$ cat config.mk
export PLATFORM = sky130hd
export DESIGN_NAME = zlk_zone_lock
export DESIGN_NICKNAME = d
export VERILOG_FILES = /design/src/logic/zlk_pkg.sv /design/src/logic/zlk_zone_lock.sv
export VERILOG_INCLUDE_DIRS = /design/src /design/src/logic
export SDC_FILE = /design/constraint.sdc
export NUM_CORES = 1
export LEC_CHECK = 0
export BUFFER_PORTS_ARGS = -buffer_cell sky130_fd_sc_hd__buf_2
export CORE_AREA = 2 2 245 247
export DETAILED_ROUTE_END_ITERATION = 6
export DIE_AREA = 0 0 247 249
export GPL_TIMING_DRIVEN = 0
export MAX_ROUTING_LAYER = met4
export SLEW_MARGIN = 20
export SYNTH_ARGS = -nofsm -noshare
export SYNTH_HDL_FRONTEND = slang
export SYNTH_SLANG_ARGS = --single-unit
$ cat constraint.sdc
create_clock -name i_clk -period 3.7 [get_ports i_clk]
set_input_delay 1.11 -clock i_clk [delete_from_list [all_inputs] [get_ports i_clk]]
set_output_delay 1.11 -clock i_clk [all_outputs]
set_load 0.05 [all_outputs]
$ cat src/logic/zlk_cfg.svh
/*
 lock values, reset values and field positions of the zone lock block.
 assumes inclusion by its design file and checker.
*/
`ifndef ZLK_CFG_SVH
`define ZLK_CFG_SVH

`define ZLK_UNLOCKED_VAL   8'h55
`define ZLK_LOCKED_VAL     8'h00
`define ZLK_LOCK_RST       8'h55
`define ZLK_MASK_RST       16'hffff
`define ZLK_PERMIT_RST     16'h0000
`define ZLK_FLAGS_W        9
`define ZLK_F_SLOT_LSB     0
`define ZLK_F_SLOT_MSB     3
`define ZLK_F_RANDSRC      4
`define ZLK_F_DIGEST       5
`define ZLK_F_KEYGEN       6
`define ZLK_F_MACFORBID    7
`define ZLK_F_VALID        8

`endif

$ cat src/logic/zlk_pkg.sv
/*
 command, zone and outcome types of the zone lock block.
 assumes the command engine encodes its requests with these types.
*/
package zlk_pkg;

    typedef enum logic [3:0] {
        ZLK_CMD_READ      = 4'h0,
        ZLK_CMD_WRITE     = 4'h1,
        ZLK_CMD_PRIV_WR   = 4'h2,
        ZLK_CMD_KEYGEN    = 4'h3,
        ZLK_CMD_DERIVE    = 4'h4,
        ZLK_CMD_DIGEST    = 4'h5,
        ZLK_CMD_CHALLENGE = 4'h6,
        ZLK_CMD_MACCHK    = 4'h7,
        ZLK_CMD_STATUS    = 4'h8,
        ZLK_CMD_VERIFY    = 4'h9,
        ZLK_CMD_LOCK_DATA = 4'ha,
        ZLK_CMD_LOCK_CFG  = 4'hb,
        ZLK_CMD_LOCK_SLOT = 4'hc,
        ZLK_CMD_MAC       = 4'hd,
        ZLK_CMD_OTHER     = 4'he
    } zlk_cmd_e;

    typedef enum logic [1:0] {
        ZLK_ZONE_CFG  = 2'h0,
        ZLK_ZONE_DATA = 2'h1,
        ZLK_ZONE_OTP  = 2'h2
    } zlk_zone_e;

    typedef enum logic [1:0] {
        ZLK_RES_OK      = 2'h0,
        ZLK_RES_ERR     = 2'h1,
        ZLK_RES_CRC     = 2'h2,
        ZLK_RES_ECC_RTY = 2'h3
    } zlk_res_e;

endpackage : zlk_pkg

$ cat src/logic/zlk_zone_lock.sv
/*
 zone access policy and ephemeral key status flags for a secure element.
 assumes a command engine on the same clock: it reads o_grant combinationally
 and reports each finished command with i_done.
*/
// Contract
// - data/otp zones are unlocked only while the data lock byte is 0x55
// - data lock byte changes only by lock command and never returns to unlocked
// - before config lock every data or otp read and write is rejected
// - unlocked data zone: reads refused, writes accepted, slot policy mostly ignored
// - locked data zone: reads allowed, writes follow slot policy and otp mode; code grants otp reads only with i_otp_mode_ok
// - zero mask bit after config lock forbids write, private write, keygen, derive
// - zero mask bit rejects writes even while the data zone is unlocked
// - slot lock clears mask bit only when mask and permit bits are both one
// - before config lock, mask and permit bits are freely writable
// - slot locking performs no crc check of slot contents
// - verify on a slot is allowed whatever its mask bit
// - sleep or power loss invalidates the working ram and the ephemeral key
// - key value never leaves; only nine flag bits, only via status query
// - digest and keygen update the key; challenge and mac-check copy replace it
// - four-bit source slot recorded for digest-generate and key-generate
// - random source flag is 0 for internal random, 1 for seed only
// - digest and keygen origin flags set for those producers, else zero
// - mac-forbid flag set from any source slot; mac command refuses key only in hmac mode
// - valid bit cleared on power-up, sleep, brown-out, watchdog, tamper
// - idle mode leaves key contents and valid bit unchanged
// - challenge, keygen, digest clear valid on errors other than crc or ecc retry
// - mac-check clears valid unless copy succeeds; status never; others on any result other than crc or ecc retry, success included
`timescale 1ns/1ps
`include "zlk_cfg.svh"

module zlk_zone_lock #(
    parameter int SLOTS = 16,
    parameter int KEY_W = 256
) (
    input  wire logic               i_clk,
    input  wire logic               i_rst_n,
    // policy check request from the command engine
    input  wire logic               i_chk_valid,
    input  zlk_pkg::zlk_cmd_e       i_chk_cmd,
    input  zlk_pkg::zlk_zone_e      i_chk_zone,
    input  wire logic [3:0]         i_chk_slot,
    input  wire logic               i_slot_policy_ok,
    input  wire logic               i_otp_mode_ok,
    input  wire logic               i_hmac_mode,
    output logic                    o_grant,
    // config writes before config lock
    input  wire logic               i_cfg_mask_we,
    input  wire logic [SLOTS-1:0]   i_cfg_mask_wdata,
    input  wire logic               i_cfg_permit_we,
    input  wire logic [SLOTS-1:0]   i_cfg_permit_wdata,
    // command completion
    input  wire logic               i_done,
    input  zlk_pkg::zlk_cmd_e       i_done_cmd,
    input  zlk_pkg::zlk_res_e       i_done_res,
    input  wire logic [3:0]         i_done_slot,
    input  wire logic               i_done_rand_internal,
    input  wire logic               i_done_mac_forbid,
    input  wire logic [KEY_W-1:0]   i_done_key,
    // power events
    input  wire logic               i_sleep,
    input  wire logic               i_brownout,
    input  wire logic               i_wdog,
    input  wire logic               i_tamper,
    // status
    output logic                    o_data_unlocked,
    output logic                    o_cfg_unlocked,
    output logic [SLOTS-1:0]        o_slot_lock_mask,
    output logic [SLOTS-1:0]        o_slot_lock_permit,
    output logic [`ZLK_FLAGS_W-1:0] o_status_flags,
    output logic                    o_status_valid,
    output logic [KEY_W-1:0]        o_key_internal
);

    logic [7:0]              data_lock_q;
    logic [7:0]              data_lock_d;
    logic [7:0]              cfg_lock_q;
    logic [7:0]              cfg_lock_d;
    logic [SLOTS-1:0]        mask_q;
    logic [SLOTS-1:0]        mask_d;
    logic [SLOTS-1:0]        permit_q;
    logic [SLOTS-1:0]        permit_d;
    logic [KEY_W-1:0]        key_q;
    logic [KEY_W-1:0]        key_d;
    logic [3:0]              src_slot_q;
    logic [3:0]              src_slot_d;
    logic                    rand_src_q;
    logic                    rand_src_d;
    logic                    dig_org_q;
    logic                    dig_org_d;
    logic                    kg_org_q;
    logic                    kg_org_d;
    logic                    mac_forbid_q;
    logic                    mac_forbid_d;
    logic                    valid_q;
    logic                    valid_d;
    logic [`ZLK_FLAGS_W-1:0] flags_q;
    logic [`ZLK_FLAGS_W-1:0] flags_d;
    logic                    stat_vld_q;
    logic                    stat_vld_d;

    logic cfg_unlocked;
    logic data_unlocked;
    logic slot_open;
    logic soft_err;
    logic done_ok;

    assign cfg_unlocked  = (cfg_lock_q == `ZLK_UNLOCKED_VAL);
    assign data_unlocked = (data_lock_q == `ZLK_UNLOCKED_VAL);
    assign slot_open     = mask_q[i_chk_slot];
    assign soft_err      = (i_done_res == zlk_pkg::ZLK_RES_CRC) ||
                           (i_done_res == zlk_pkg::ZLK_RES_ECC_RTY);
    assign done_ok       = (i_done_res == zlk_pkg::ZLK_RES_OK);

    // combinational so the engine sees it in the request cycle
    always_comb
    begin
        o_grant = 1'b0;
        if (i_chk_valid)
        begin
            unique case (i_chk_cmd)
                zlk_pkg::ZLK_CMD_READ:
                begin
                    if (i_chk_zone == zlk_pkg::ZLK_ZONE_CFG)
                        o_grant = 1'b1;
                    else if (cfg_unlocked)
                        o_grant = 1'b0;
                    else if (data_unlocked)
                        o_grant = 1'b0;
                    else
                        o_grant = (i_chk_zone != zlk_pkg::ZLK_ZONE_OTP) ||
                                  i_otp_mode_ok;
                end
                zlk_pkg::ZLK_CMD_WRITE,
                zlk_pkg::ZLK_CMD_PRIV_WR,
                zlk_pkg::ZLK_CMD_KEYGEN,
                zlk_pkg::ZLK_CMD_DERIVE:
                begin
                    if (i_chk_zone == zlk_pkg::ZLK_ZONE_CFG)
                        o_grant = cfg_unlocked && (i_chk_cmd == zlk_pkg::ZLK_CMD_WRITE);
                    else if (cfg_unlocked)
                        o_grant = 1'b0;
                    else if (i_chk_zone == zlk_pkg::ZLK_ZONE_OTP)
                        o_grant = data_unlocked || i_otp_mode_ok;
                    else if (!slot_open)
                        o_grant = 1'b0;
                    else if (data_unlocked)
                        o_grant = 1'b1;
                    else
                        o_grant = i_slot_policy_ok;
                end
                zlk_pkg::ZLK_CMD_VERIFY:
                    o_grant = 1'b1;
                zlk_pkg::ZLK_CMD_MAC:
                    o_grant = valid_q && !(mac_forbid_q && i_hmac_mode);
                zlk_pkg::ZLK_CMD_LOCK_SLOT:
                    o_grant = !cfg_unlocked && mask_q[i_chk_slot] &&
                              permit_q[i_chk_slot];
                zlk_pkg::ZLK_CMD_LOCK_DATA:
                    o_grant = !cfg_unlocked && data_unlocked;
                zlk_pkg::ZLK_CMD_LOCK_CFG:
                    o_grant = cfg_unlocked;
                default:
                    o_grant = 1'b1;
            endcase
        end
    end

    // lock bytes and per-slot mask
    always_comb
    begin
        data_lock_d = data_lock_q;
        cfg_lock_d  = cfg_lock_q;
        mask_d      = mask_q;
        permit_d    = permit_q;
        if (cfg_unlocked)
        begin
            if (i_cfg_mask_we)
                mask_d = i_cfg_mask_wdata;
            if (i_cfg_permit_we)
                permit_d = i_cfg_permit_wdata;
        end
        if (i_done && done_ok)
        begin
            unique case (i_done_cmd)
                zlk_pkg::ZLK_CMD_LOCK_DATA:
                    if (!cfg_unlocked)
                        data_lock_d = `ZLK_LOCKED_VAL;
                zlk_pkg::ZLK_CMD_LOCK_CFG:
                    cfg_lock_d = `ZLK_LOCKED_VAL;
                zlk_pkg::ZLK_CMD_LOCK_SLOT:
                    // no content crc here: contents are checked at zone lock or by mac
                    if (!cfg_unlocked && mask_q[i_done_slot] && permit_q[i_done_slot])
                        mask_d[i_done_slot] = 1'b0;
                default:
                    mask_d = mask_d;
            endcase
        end
    end

    always_ff @(posedge i_clk)
    begin
        if (!i_rst_n)
        begin
            data_lock_q <= `ZLK_LOCK_RST;
            cfg_lock_q  <= `ZLK_LOCK_RST;
            mask_q      <= SLOTS'(`ZLK_MASK_RST);
            permit_q    <= SLOTS'(`ZLK_PERMIT_RST);
        end
        else
        begin
            data_lock_q <= data_lock_d;
            cfg_lock_q  <= cfg_lock_d;
            mask_q      <= mask_d;
            permit_q    <= permit_d;
        end
    end

    // ephemeral key and its flags
    always_comb
    begin
        key_d        = key_q;
        src_slot_d   = src_slot_q;
        rand_src_d   = rand_src_q;
        dig_org_d    = dig_org_q;
        kg_org_d     = kg_org_q;
        mac_forbid_d = mac_forbid_q;
        valid_d      = valid_q;
        if (i_sleep || i_brownout || i_wdog || i_tamper)
        begin
            // sleep also zeroes the key but keeps its flags; the other events only drop valid
            valid_d = 1'b0;
            if (i_sleep)
                key_d = '0;
        end
        else if (i_done)
        begin
            unique case (i_done_cmd)
                zlk_pkg::ZLK_CMD_DIGEST,
                zlk_pkg::ZLK_CMD_KEYGEN:
                begin
                    if (done_ok)
                    begin
                        key_d        = i_done_key;
                        src_slot_d   = i_done_slot;
                        dig_org_d    = (i_done_cmd == zlk_pkg::ZLK_CMD_DIGEST);
                        kg_org_d     = (i_done_cmd == zlk_pkg::ZLK_CMD_KEYGEN);
                        mac_forbid_d = mac_forbid_q | i_done_mac_forbid;
                        valid_d      = 1'b1;
                    end
                    else if (!soft_err)
                        valid_d = 1'b0;
                end
                zlk_pkg::ZLK_CMD_CHALLENGE:
                begin
                    if (done_ok)
                    begin
                        key_d        = i_done_key;
                        rand_src_d   = !i_done_rand_internal;
                        dig_org_d    = 1'b0;
                        kg_org_d     = 1'b0;
                        mac_forbid_d = 1'b0;
                        valid_d      = 1'b1;
                    end
                    else if (!soft_err)
                        valid_d = 1'b0;
                end
                zlk_pkg::ZLK_CMD_MACCHK:
                begin
                    if (done_ok)
                    begin
                        key_d        = i_done_key;
                        dig_org_d    = 1'b0;
                        kg_org_d     = 1'b0;
                        mac_forbid_d = i_done_mac_forbid;
                        valid_d      = 1'b1;
                    end
                    else
                        valid_d = 1'b0;
                end
                zlk_pkg::ZLK_CMD_STATUS:
                    valid_d = valid_q;
                default:
                    if (!soft_err)
                        valid_d = 1'b0;
            endcase
        end
        // idle is simply the absence of events: nothing above fires
    end

    always_ff @(posedge i_clk)
    begin
        if (!i_rst_n)
        begin
            key_q        <= '0;
            src_slot_q   <= 4'h0;
            rand_src_q   <= 1'b0;
            dig_org_q    <= 1'b0;
            kg_org_q     <= 1'b0;
            mac_forbid_q <= 1'b0;
            valid_q      <= 1'b0;
        end
        else
        begin
            key_q        <= key_d;
            src_slot_q   <= src_slot_d;
            rand_src_q   <= rand_src_d;
            dig_org_q    <= dig_org_d;
            kg_org_q     <= kg_org_d;
            mac_forbid_q <= mac_forbid_d;
            valid_q      <= valid_d;
        end
    end

    // flags only, captured when a status query completes
    always_comb
    begin
        flags_d    = flags_q;
        stat_vld_d = 1'b0;
        if (i_done && (i_done_cmd == zlk_pkg::ZLK_CMD_STATUS))
        begin
            flags_d[`ZLK_F_SLOT_MSB:`ZLK_F_SLOT_LSB] = src_slot_q;
            flags_d[`ZLK_F_RANDSRC]   = rand_src_q;
            flags_d[`ZLK_F_DIGEST]    = dig_org_q;
            flags_d[`ZLK_F_KEYGEN]    = kg_org_q;
            flags_d[`ZLK_F_MACFORBID] = mac_forbid_q;
            flags_d[`ZLK_F_VALID]     = valid_q;
            stat_vld_d                = 1'b1;
        end
    end

    always_ff @(posedge i_clk)
    begin
        if (!i_rst_n)
        begin
            flags_q    <= '0;
            stat_vld_q <= 1'b0;
        end
        else
        begin
            flags_q    <= flags_d;
            stat_vld_q <= stat_vld_d;
        end
    end

    assign o_data_unlocked    = data_unlocked;
    assign o_cfg_unlocked     = cfg_unlocked;
    assign o_slot_lock_mask   = mask_q;
    assign o_slot_lock_permit = permit_q;
    assign o_status_flags     = flags_q;
    assign o_status_valid     = stat_vld_q;
    // internal use only by crypto datapath, never routed to a pin
    assign o_key_internal     = key_q;

endmodule : zlk_zone_lock

==> impl_results.md, run 1 <==
- Max IR drop VDD: between 0.3 and 0.4 mV
- Status: finished, violations left
- Die Area: about 60000 um2
- # Max-Cap Violations: 0
- Max-Slew Margin vs Limit: between 40 and 50%
- Area growth, synth to finish: 47.5%
- Slew @ Worst Pin: just over 800 ps
- GRT busiest layer: met2
- Pins over their slew limit: 0
- Clk root buf: clkbuf_16
- Syn Nets: 1751
- GRT met2 Usage: 24.5%
- First-pass GRT wire length: approximately 70000 um
- Share of layout cells above drive strength 1: between 30% and 40%
- Setup Slack @ Placement: -695 ps
- Vias in the first global route: between 10000 and 15000
- Fin area: 17000 um2
- Distinct cells, synth: between 40 and 50
- Failing checks: negative setup slack
- Crit. End Element: primary output
- Die height: 249 um
- R2R Setup Slk: roughly 1800 ps
- Via density: between 4 and 5
- Row Count: between 80 and 90
- Biggest area consumer among synthesized cells: dfxtp_1
- Synth top cells by count: dfxtp_1, nand2_1, nor2_1, a21oi_1, buf_2
- Fmax achieved: ~270 MHz
- CTS Sinks: approximately 300
- DRC errors left: 0
- P_leak: roughly 0.008 uW
- # port buffers: slightly above 600
- Data required time of the worst path: approximately 2600 ps
- CTS buffer count: 37
- Initial drt markers: 633
- Htree depth: 2
- Initial antenna violation count: 10
- Async SR Flop Fraction: 0%
- Mapped Cells: approximately 1400
- Clock slew at reported path FFs: approximately 60 ps
- DR vias: 12419
- Core Region: around 59000 um2
- Most frequent cell after synthesis: dfxtp_1
- Grt met3 use: 3.63%
- Pwr Density: roughly 540 nW/um2
- Type of the worst setup path: primary input to primary output
- Fin. Hold Viols: 0
- TritonRoute pass-1 iters: 5
- Detail Route Antenna Nets: 0
- Synth Warn #: 0
- Worst Skew: ~7.7 ps
- Routability cong.: roughly 0.93
- Final net count: between 2000 and 2500
- Unrepaired setup endpoints after global routing: true
- Clk_lat worst skew: between 500 and 600 ps
- Cells taking the most area after synthesis: dfxtp_1, a21oi_1, nand2_1, nor2_1, buf_2
- Setup bufs post-CTS: 0
- Setup ws final: -45.9 ps
- Syn avg cell area: about 8.1 um2
- Die X: 247 um
- Startpoint Class: primary input
- WL per Instance: about 17 um
- Tcrit/Tclk final: 101%
- Post-CTS Hold Buffers: 0
- Post-DP HPWL: 38400 um
- Worst hold margin: slightly below 500 ps
- Post-synth EDFFs: 0
- Total GRT Usage: ~15%
- Fill cells: around 6400
- Worst min-delay path category: flop to flop
- Largest net degree at the start of global routing: 13
- Top-area cell type share of the netlist area: approximately 54%
- GR Layer Usage met1: roughly 18%
- Placed Area: between 15000 and 20000 um2
- Seq/Total Area, Yosys: between 50 and 60%
- Minimum clock period: about 3700 ps
- Post-Syn Area: ~11000 um2
- Arr. time, crit path: between 2000 and 3000 ps
- Clock buffer depth: 3
- Post-synthesis register bit count: just over 300
- Primary FF master, synth: dfxtp_1
- Final setup viols: 1
- DRT Wirelength: slightly below 50000 um
- Fin Setup TNS: -45.9 ps
- Initial Util: between 10% and 20%
- Io pins: between 600 and 700
- CTS tree: yes
- GR Overflow Total: 0
- Crit Path Max Fanout: 5
## through the flow
step	util, %	power (uW)	instances
after floorplan	-	4760	1428
after global placement	26.6	5320	2821
after detailed placement	26.6	5320	2821
after CTS	28.8	9280	2887
after global routing	28.9	9550	2894
final	28.9	9190	2895
## state kept, by name, summed over array words and instances (netlist names)
signal              flops
o_key_internal        256
o_slot_lock_mask       16
o_slot_lock_permit     16
o_status_flags          9
src_slot_q              4
cfg_lock_q              1
data_lock_q             1
dig_org_q               1
kg_org_q                1
mac_forbid_q            1
o_status_valid          1
rand_src_q              1
valid_q                 1
## timing repair
| item | 4_1_cts | 5_1_grt |
|---|---|---|
| setup endpoints to repair | 84 | 1 |
| resized for setup | 5 | 8 |
| endpoints found under the hold margin | 0 | 0 |
| pin swaps | 1 | 2 |
## power by group
| group | switching (uW) | internal (uW) |
|---|---|---|
| Clock | 1490 | 2440 |
| Sequential | 122 | 3530 |
| Combinational | 1170 | 437 |
## kinds of logic (layout without fill, tap and decap cells)
| group | after synthesis | count (layout) | share of synthesized area [%] |
|---|---|---|---|
| AND/OR/NAND/NOR | 636 | 636 | 21.7 |
| flip-flops | 309 | 309 | 53.8 |
| multiplexers | 39 | 39 | 4.48 |
| other | 0 | 8 | 0 |
| XOR/XNOR | 2 | 2 | 0.152 |
| adder cells (fa/ha/maj) | 1 | 1 | 0.0979 |
| buffers and inverters | 109 | 795 | 4.77 |
| AO/OA/AOI/OAI | 332 | 332 | 15.0 |
## path summary, 6_finish.rpt
path / endpoint / startpoint / depth (start not counted)
worst max-delay path: o_grant / i_chk_slot[2] / 6
worst min-delay path: o_key_internal[165] / o_key_internal[165] / 2
worst max register to register: o_slot_lock_mask[6] / cfg_lock_q[4] / 5
worst min register to register: o_key_internal[165] / o_key_internal[165] / 2
## metal layers
layer,up-vias,part of all wire (%)
li1,6036,-
met1,5741,41
met2,547,47
met3,95,8.4
met4,0,3.5
met5,-,0
## worst max-delay path, cell delays in order
cell	delay, ps
buf_12	90
mux4_2	490
mux4_2	500
a21oi_2	180
o22ai_4	90
buf_6	170
## layout make-up
cell class	count	area (um2)	share of cell area [%]
Antenna cell	8	20.0	0.118
Buffer	104	549	3.24
Clock buffer	53	1110	6.54
Clock inverter	13	205	1.21
Inverter	5	18.8	0.111
Multi-Input combinational cell	1010	4790	28.2
Sequential cell	309	6190	36.5
Tap cell	773	967	5.71
Timing Repair Buffer	620	3110	18.3
## cell usage in the layout, fill, tap and decap left out, types with 2 or more instances in the layout
cell and instances:
bufinv_16 5, clkbuf_1 23, nand2_1 304, mux2i_1 29
a21boi_0 2, nand2b_1 3, inv_1 5, a21oi_1 278
a31oi_1 2, o21ai_0 30, clkbuf_16 39, clkbuf_8 8
and2_1 5, buf_2 690, inv_6 3, diode_2 8
buf_4 14, a21oi_2 2, nand4_1 2, dfxtp_1 309
nand3_1 10, nand3b_1 3, o2111ai_1 4, clkinv_2 4
xor2_1 2, mux4_2 10, nor2_1 298, o211ai_1 4
(Power assumes the default switching activity.)
==> run 2, diff against run 1 <==
--- a/config.mk
+++ b/config.mk
@@ -7,11 +7,11 @@
 export NUM_CORES = 1
 export LEC_CHECK = 0
 export BUFFER_PORTS_ARGS = -buffer_cell sky130_fd_sc_hd__buf_2
+export CAP_MARGIN = 20
 export CORE_AREA = 2 2 245 247
 export DETAILED_ROUTE_END_ITERATION = 6
 export DIE_AREA = 0 0 247 249
 export GPL_TIMING_DRIVEN = 0
-export MAX_ROUTING_LAYER = met4
 export SLEW_MARGIN = 20
 export SYNTH_ARGS = -nofsm -noshare
 export SYNTH_HDL_FRONTEND = slang
==> run 2 against run 1 <==
The run still ends with negative setup slack left. Sequential power barely moved. Hold slack barely moved. Critical path type unchanged. Largest power group unchanged. Wire length barely moved. Combinational power barely moved. Cell area barely moved. Cell count barely moved.
==> impl_results.md, run 2 (synthesis results as in run 1) <==
- Tcrit/Tclk final: 101% (about the same)
- Startpoint Class: primary input (unchanged)
- Most common cell after layout, fill and taps aside: buf_2 (unchanged)
- Placed Area: 15600 um2 (unchanged)
- Pwr Density: 542 nW/um2 (about the same)
- Post-CTS Hold Buffers: 0 (unchanged)
- Clock buffer depth: 3 (unchanged)
- Initial drt markers: 697 (was 633)
- Clk_lat worst skew: 540 ps (about the same)
- Most frequent cells in the layout: buf_2, dfxtp_1, nand2_1 (unchanged)
- Number of flip-flops in the largest register: 256 (unchanged)
- Buffers & Inverters on Critical Path: 2 (unchanged)
- Top cell by count, worst path: mux4_2 (unchanged)
- Fin. Hold Viols: 0 (unchanged)
- WL per Instance: 16.8 um (about the same)
- Die X: 247 um (unchanged)
- CTS tree: yes (unchanged)
- Largest net degree at the start of global routing: 13 (unchanged)
- Vias in the first global route: 11508 (was 11552)
- Crit. End Element: primary output (unchanged)
- Final net count: 2410 (unchanged)
- Post-DP HPWL: 38400 um (unchanged)
- TritonRoute pass-1 iters: 6 (was 5)
- Total GRT Usage: 14.9% (was 15.3%)
- Setup ws final: -36.0 ps (was -45.9 ps)
- Initial Util: 19.6% (unchanged)
- Setup bufs post-CTS: 0 (unchanged)
- Fin area: 16900 um2 (was 17000 um2)
- Arr. time, crit path: 2630 ps (was 2640 ps)
- Fin Setup TNS: -36.0 ps (was -45.9 ps)
- Fmax achieved: 268 MHz (was 267 MHz)
- Type of the worst setup path: primary input to primary output (unchanged)
- First-pass GRT wire length: 70200 um (was 70000 um)
- Slew @ Worst Pin: 802 ps (was 814 ps)
- Core Region: 58700 um2 (unchanged)
- DRT Wirelength: 48600 um (about the same)
- Worst-case reg-to-reg path depth: 5 (unchanged)
- Pins over their slew limit: 0 (unchanged)
- Worst min-delay path category: flop to flop (unchanged)
- Row Count: 89 (unchanged)
- Clk root buf: clkbuf_16 (unchanged)
- CP max-delay cell: mux4_2 (unchanged)
- Crit Path Max Fanout: 5 (unchanged)
- GR Overflow Total: 0 (unchanged)
- Worst Skew: 11.1 ps (was 7.71 ps)
- Routability cong.: 0.913 (was 0.929)
- CTS Sinks: 309 (unchanged)
- Final core utilization: 28.9% (about the same)
- Detail Route Antenna Nets: 0 (unchanged)
- Die height: 249 um (unchanged)
- CTS buffer count: 37 (unchanged)
- Setup Slack @ Placement: -695 ps (unchanged)
- Cell chain of the critical path: buf_12, mux4_2, mux4_2, a21oi_2, o22ai_4, buf_6 (unchanged)
- DR vias: 12434 (was 12419)
- Unrepaired setup endpoints after global routing: true (unchanged)
- Crit path depth: 6 (unchanged)
- Io pins: 624 (unchanged)
- # port buffers: 620 (unchanged)
- Hold Path Stages: 2 (unchanged)
- Status: finished, violations left (unchanged)
- P_leak: 0.00800 uW (about the same)
- Design Power: 9190 uW (about the same)
- Crit-path max cell delay: 490 ps (was 500 ps)
- # Max-Cap Violations: 0 (unchanged)
- Area growth, synth to finish: 47.4% (was 47.5%)
- Minimum clock period: 3740 ps (was 3750 ps)
- Share of layout cells above drive strength 1: 37.1% (unchanged)
- Final setup viols: 1 (unchanged)
- Htree depth: 2 (unchanged)
- Max-Slew Margin vs Limit: 45.8% (was 45.0%)
- Data required time of the worst path: 2590 ps (about the same)
- Die Area: 61500 um2 (unchanged)
- Initial antenna violation count: 10 (unchanged)
- Failing checks: negative setup slack (unchanged)
- Clock slew at reported path FFs: 60 ps (about the same)
- Max IR drop VDD: 0.320 mV (was 0.319 mV)
- DRC errors left: 0 (unchanged)
- Via density: 4.30 (was 4.29)
- Fill cells: 6404 (unchanged)
- Crit path max-delay family: multiplexers (unchanged)
run 2: changes by cell type in the layout (fill, tap and decap cells not counted):
| cell | change |
|---|---|
| diode_2 | -2 |
run 2: worst min-delay path, stage by stage (launching register included):
cell and delay (ps):
dfxtp_1 310, nor2_1 90, a21oi_1 40
run 2: final cells by class:
cell class,count,area [um2],area share [%]
Antenna cell,6,15.0,0.0886
Buffer,104,549,3.24
Clock buffer,53,1110,6.54
Clock inverter,13,205,1.21
Inverter,5,18.8,0.111
Multi-Input combinational cell,1010,4790,28.2
Sequential cell,309,6190,36.5
Tap cell,773,967,5.71
Timing Repair Buffer,620,3110,18.3
run 2: routing by layer:
metal | GRT usage (%) | vias to the layer above | share of wire [%]
met2 | 24.5 | 549 | 46
met5 | 0 | - | 0.035
met3 | 4.06 | 108 | 8.4
met1 | 18.1 | 5734 | 41
met4 | 6.09 | 4 | 3.7
li1 | - | 6039 | -
run 2: what timing repair did:
| item | CTS | global route |
|---|---|---|
| pin swaps | 1 | 2 |
| resized for setup | 5 | 8 |
| setup endpoints to repair | 84 | 1 |
run 2: power by group:
part	total [uW]	internal [uW]	switching, uW
logic	1610	436	1170
clock network	3930	2440	1490
registers	3650	3530	122
run 2: stage by stage:
stage	cells	hold WS [ps]
floorplan	1428	460
global placement	2821	470
detailed placement	2821	474
CTS	2887	485
global route	2891	495
finish	2893	483
run 2: worst paths after layout:
check | from | end | slack (ps)
min reg2reg | o_key_internal[170] | o_key_internal[170] | 480
min | o_key_internal[170] | o_key_internal[170] | 480
max reg2reg | cfg_lock_q[4] | o_slot_lock_mask[6] | 1810
max | i_chk_slot[2] | o_grant | -40
==> run 3, diff against run 2 <==
--- a/config.mk
+++ b/config.mk
@@ -12,6 +12,7 @@
 export DETAILED_ROUTE_END_ITERATION = 6
 export DIE_AREA = 0 0 247 249
 export GPL_TIMING_DRIVEN = 0
+export PLACE_DENSITY_LB_ADDON = 0.1
 export SLEW_MARGIN = 20
 export SYNTH_ARGS = -nofsm -noshare
 export SYNTH_HDL_FRONTEND = slang
==> run 3 against run 2 <==
The flow still finishes with violations (negative setup slack). Largest cell class unchanged. Total power grew 3.0%. Global-route usage is 1.8 points higher. Sequential power hardly changed. Die area is the same.
==> impl_results.md, run 3 (synthesis results as in run 1) <==
- CTS buffer count: 39 (was 37)
- DRC errors left: 0 (unchanged)
- TritonRoute pass-1 iters: 5 (was 6)
- Pwr Density: 554 nW/um2 (was 542 nW/um2)
- Design Power: 9460 uW (was 9190 uW)
- Minimum clock period: 3720 ps (was 3740 ps)
- Most common cell after layout, fill and taps aside: buf_2 (unchanged)
- Clock buffer depth: 3 (unchanged)
- Number of flip-flops in the largest register: 256 (unchanged)
- Vias in the first global route: 12192 (was 11508)
- Fin area: 17100 um2 (was 16900 um2)
- CTS Sinks: 309 (unchanged)
- Area growth, synth to finish: 48.6% (was 47.4%)
- Multi-input logic area: 4800 um2 (was 4790 um2)
- # Max-Cap Violations: 0 (unchanged)
- Failing checks: negative setup slack (unchanged)
- Clock slew at reported path FFs: 50 ps (was 60 ps)
- Most frequent cells in the layout: buf_2, dfxtp_1, nand2_1 (unchanged)
- Core Region: 58700 um2 (unchanged)
- Max IR drop VDD: 0.320 mV (about the same)
- Routability cong.: 0.850 (was 0.913)
- Fin. Hold Viols: 0 (unchanged)
- Initial Util: 19.6% (unchanged)
- # port buffers: 620 (unchanged)
- Status: finished, violations left (unchanged)
- Via density: 4.20 (was 4.30)
- Worst min-delay path category: flop to flop (unchanged)
- P_leak: 0.00806 uW (was 0.00800 uW)
- Die Area: 61500 um2 (unchanged)
- Fill cells: 6517 (was 6404)
- Startpoint Class: primary input (unchanged)
- Io pins: 624 (unchanged)
- Setup Slack @ Placement: -588 ps (was -695 ps)
- Setup ws final: -20.3 ps (was -36.0 ps)
- Placed Area: 15600 um2 (unchanged)
- Top cell by count, worst path: mux4_2 (unchanged)
- Largest net degree at the start of global routing: 13 (unchanged)
- Fmax achieved: 269 MHz (was 268 MHz)
- Pins over their slew limit: 0 (unchanged)
- Crit. End Element: primary output (unchanged)
- CTS tree: yes (unchanged)
- Detail Route Antenna Nets: 0 (unchanged)
- Arr. time, crit path: 2610 ps (was 2630 ps)
- Uppermost layer routed: met5 (unchanged)
- Crit-path max cell delay: 510 ps (was 490 ps)
- Clk_lat worst skew: 550 ps (was 540 ps)
- Crit path max-delay family: multiplexers (unchanged)
- Htree depth: 2 (unchanged)
- Final setup viols: 1 (unchanged)
- DRT Wirelength: 53300 um (was 48600 um)
- Met1 Routed Length: 21100 um (was 20200 um)
- GR Overflow Total: 0 (unchanged)
- Die height: 249 um (unchanged)
- Metal3 WL: 4270 um (was 4090 um)
- Tcrit/Tclk final: 101% (about the same)
- Clk root buf: clkbuf_16 (unchanged)
- Crit Path Max Fanout: 5 (unchanged)
- Initial antenna violation count: 9 (was 10)
- FF+latch area: 6190 um2 (unchanged)
- Total GRT Usage: 16.7% (was 14.9%)
- WL per Instance: 18.4 um (was 16.8 um)
- Die X: 247 um (unchanged)
- Max-Slew Margin vs Limit: 42.8% (was 45.8%)
- Post-CTS Hold Buffers: 0 (unchanged)
- Share of layout cells above drive strength 1: 37.5% (was 37.1%)
- Unrepaired setup endpoints after global routing: true (unchanged)
- Type of the worst setup path: primary input to primary output (unchanged)
- Final net count: 2413 (was 2410)
- Row Count: 89 (unchanged)
- Data required time of the worst path: 2590 ps (about the same)
- DR vias: 12190 (was 12434)
- Cell chain of the critical path: buf_12, mux4_2, mux4_2, a21oi_4, o22ai_4, buf_8 (was buf_12, mux4_2, mux4_2, a21oi_2, o22ai_4, buf_6)
- Routed met2 length: 26800 um (was 22600 um)
- Post-DP HPWL: 42400 um (was 38400 um)
- Slew @ Worst Pin: 847 ps (was 802 ps)
- First-pass GRT wire length: 78000 um (was 70200 um)
- Worst Skew: 14.4 ps (was 11.1 ps)
- CP max-delay cell: mux4_2 (unchanged)
- Buffers & Inverters on Critical Path: 2 (unchanged)
- Initial drt markers: 403 (was 697)
[run 3: what timing repair did]
| item | 4_1_cts | 5_1_grt |
|---|---|---|
| pin swaps | 2 | 2 |
| setup endpoints to repair | 2 | 1 |
| setup buffers | 1 | 0 |
| resized for setup | 10 | 8 |
[run 3: routing by layer]
metal | GRT usage, % | vias up
li1 | - | 6044
met1 | 19.0 | 5683
met2 | 29.8 | 395
met3 | 5.23 | 62
met4 | 4.37 | 6
met5 | 0 | -
[run 3: worst min-delay path, stage by stage (launching register included)]
cell and delay, ps:
dfxtp_1 310, nor2_1 90, a21oi_1 40
[run 3: layout make-up]
class / instances / area share (%)
inverter: 5 / 0.110
antenna: 7 / 0.103
multi-input combinational: 1010 / 28.1
timing repair buffer: 621 / 18.3
clock inverter: 20 / 1.73
clock buffer: 51 / 6.57
tap: 773 / 5.66
sequential: 309 / 36.2
buffer: 104 / 3.24
[run 3: per-stage QoR]
step	TNS [ps]	std cells	utilization [%]	hold WS [ps]
2_1_floorplan	0	1428	-	460
3_3_place_gp	-134110	2821	26.6	471
3_5_place_dp	-122630	2821	26.6	474
4_1_cts	-71.5	2893	29.0	485
5_1_grt	-77.2	2897	29.1	494
6_report	-20.3	2900	29.1	484
[run 3: path summary, 6_finish.rpt]
kind              depth (start not counted)  slack, ps              endpoint          startpoint
setup / recovery                          6        -20               o_grant       i_chk_slot[2]
setup reg to reg                          5       1830  o_slot_lock_mask[14]       cfg_lock_q[4]
hold / removal                            2        480    o_key_internal[82]  o_key_internal[82]
hold reg to reg                           2        480    o_key_internal[82]  o_key_internal[82]
[run 3: where the power goes]
part	internal (uW)	switching, uW	leakage [uW]
logic	438	1190	0.00481
clock network	2630	1560	0.000700
registers	3530	120	0.00254
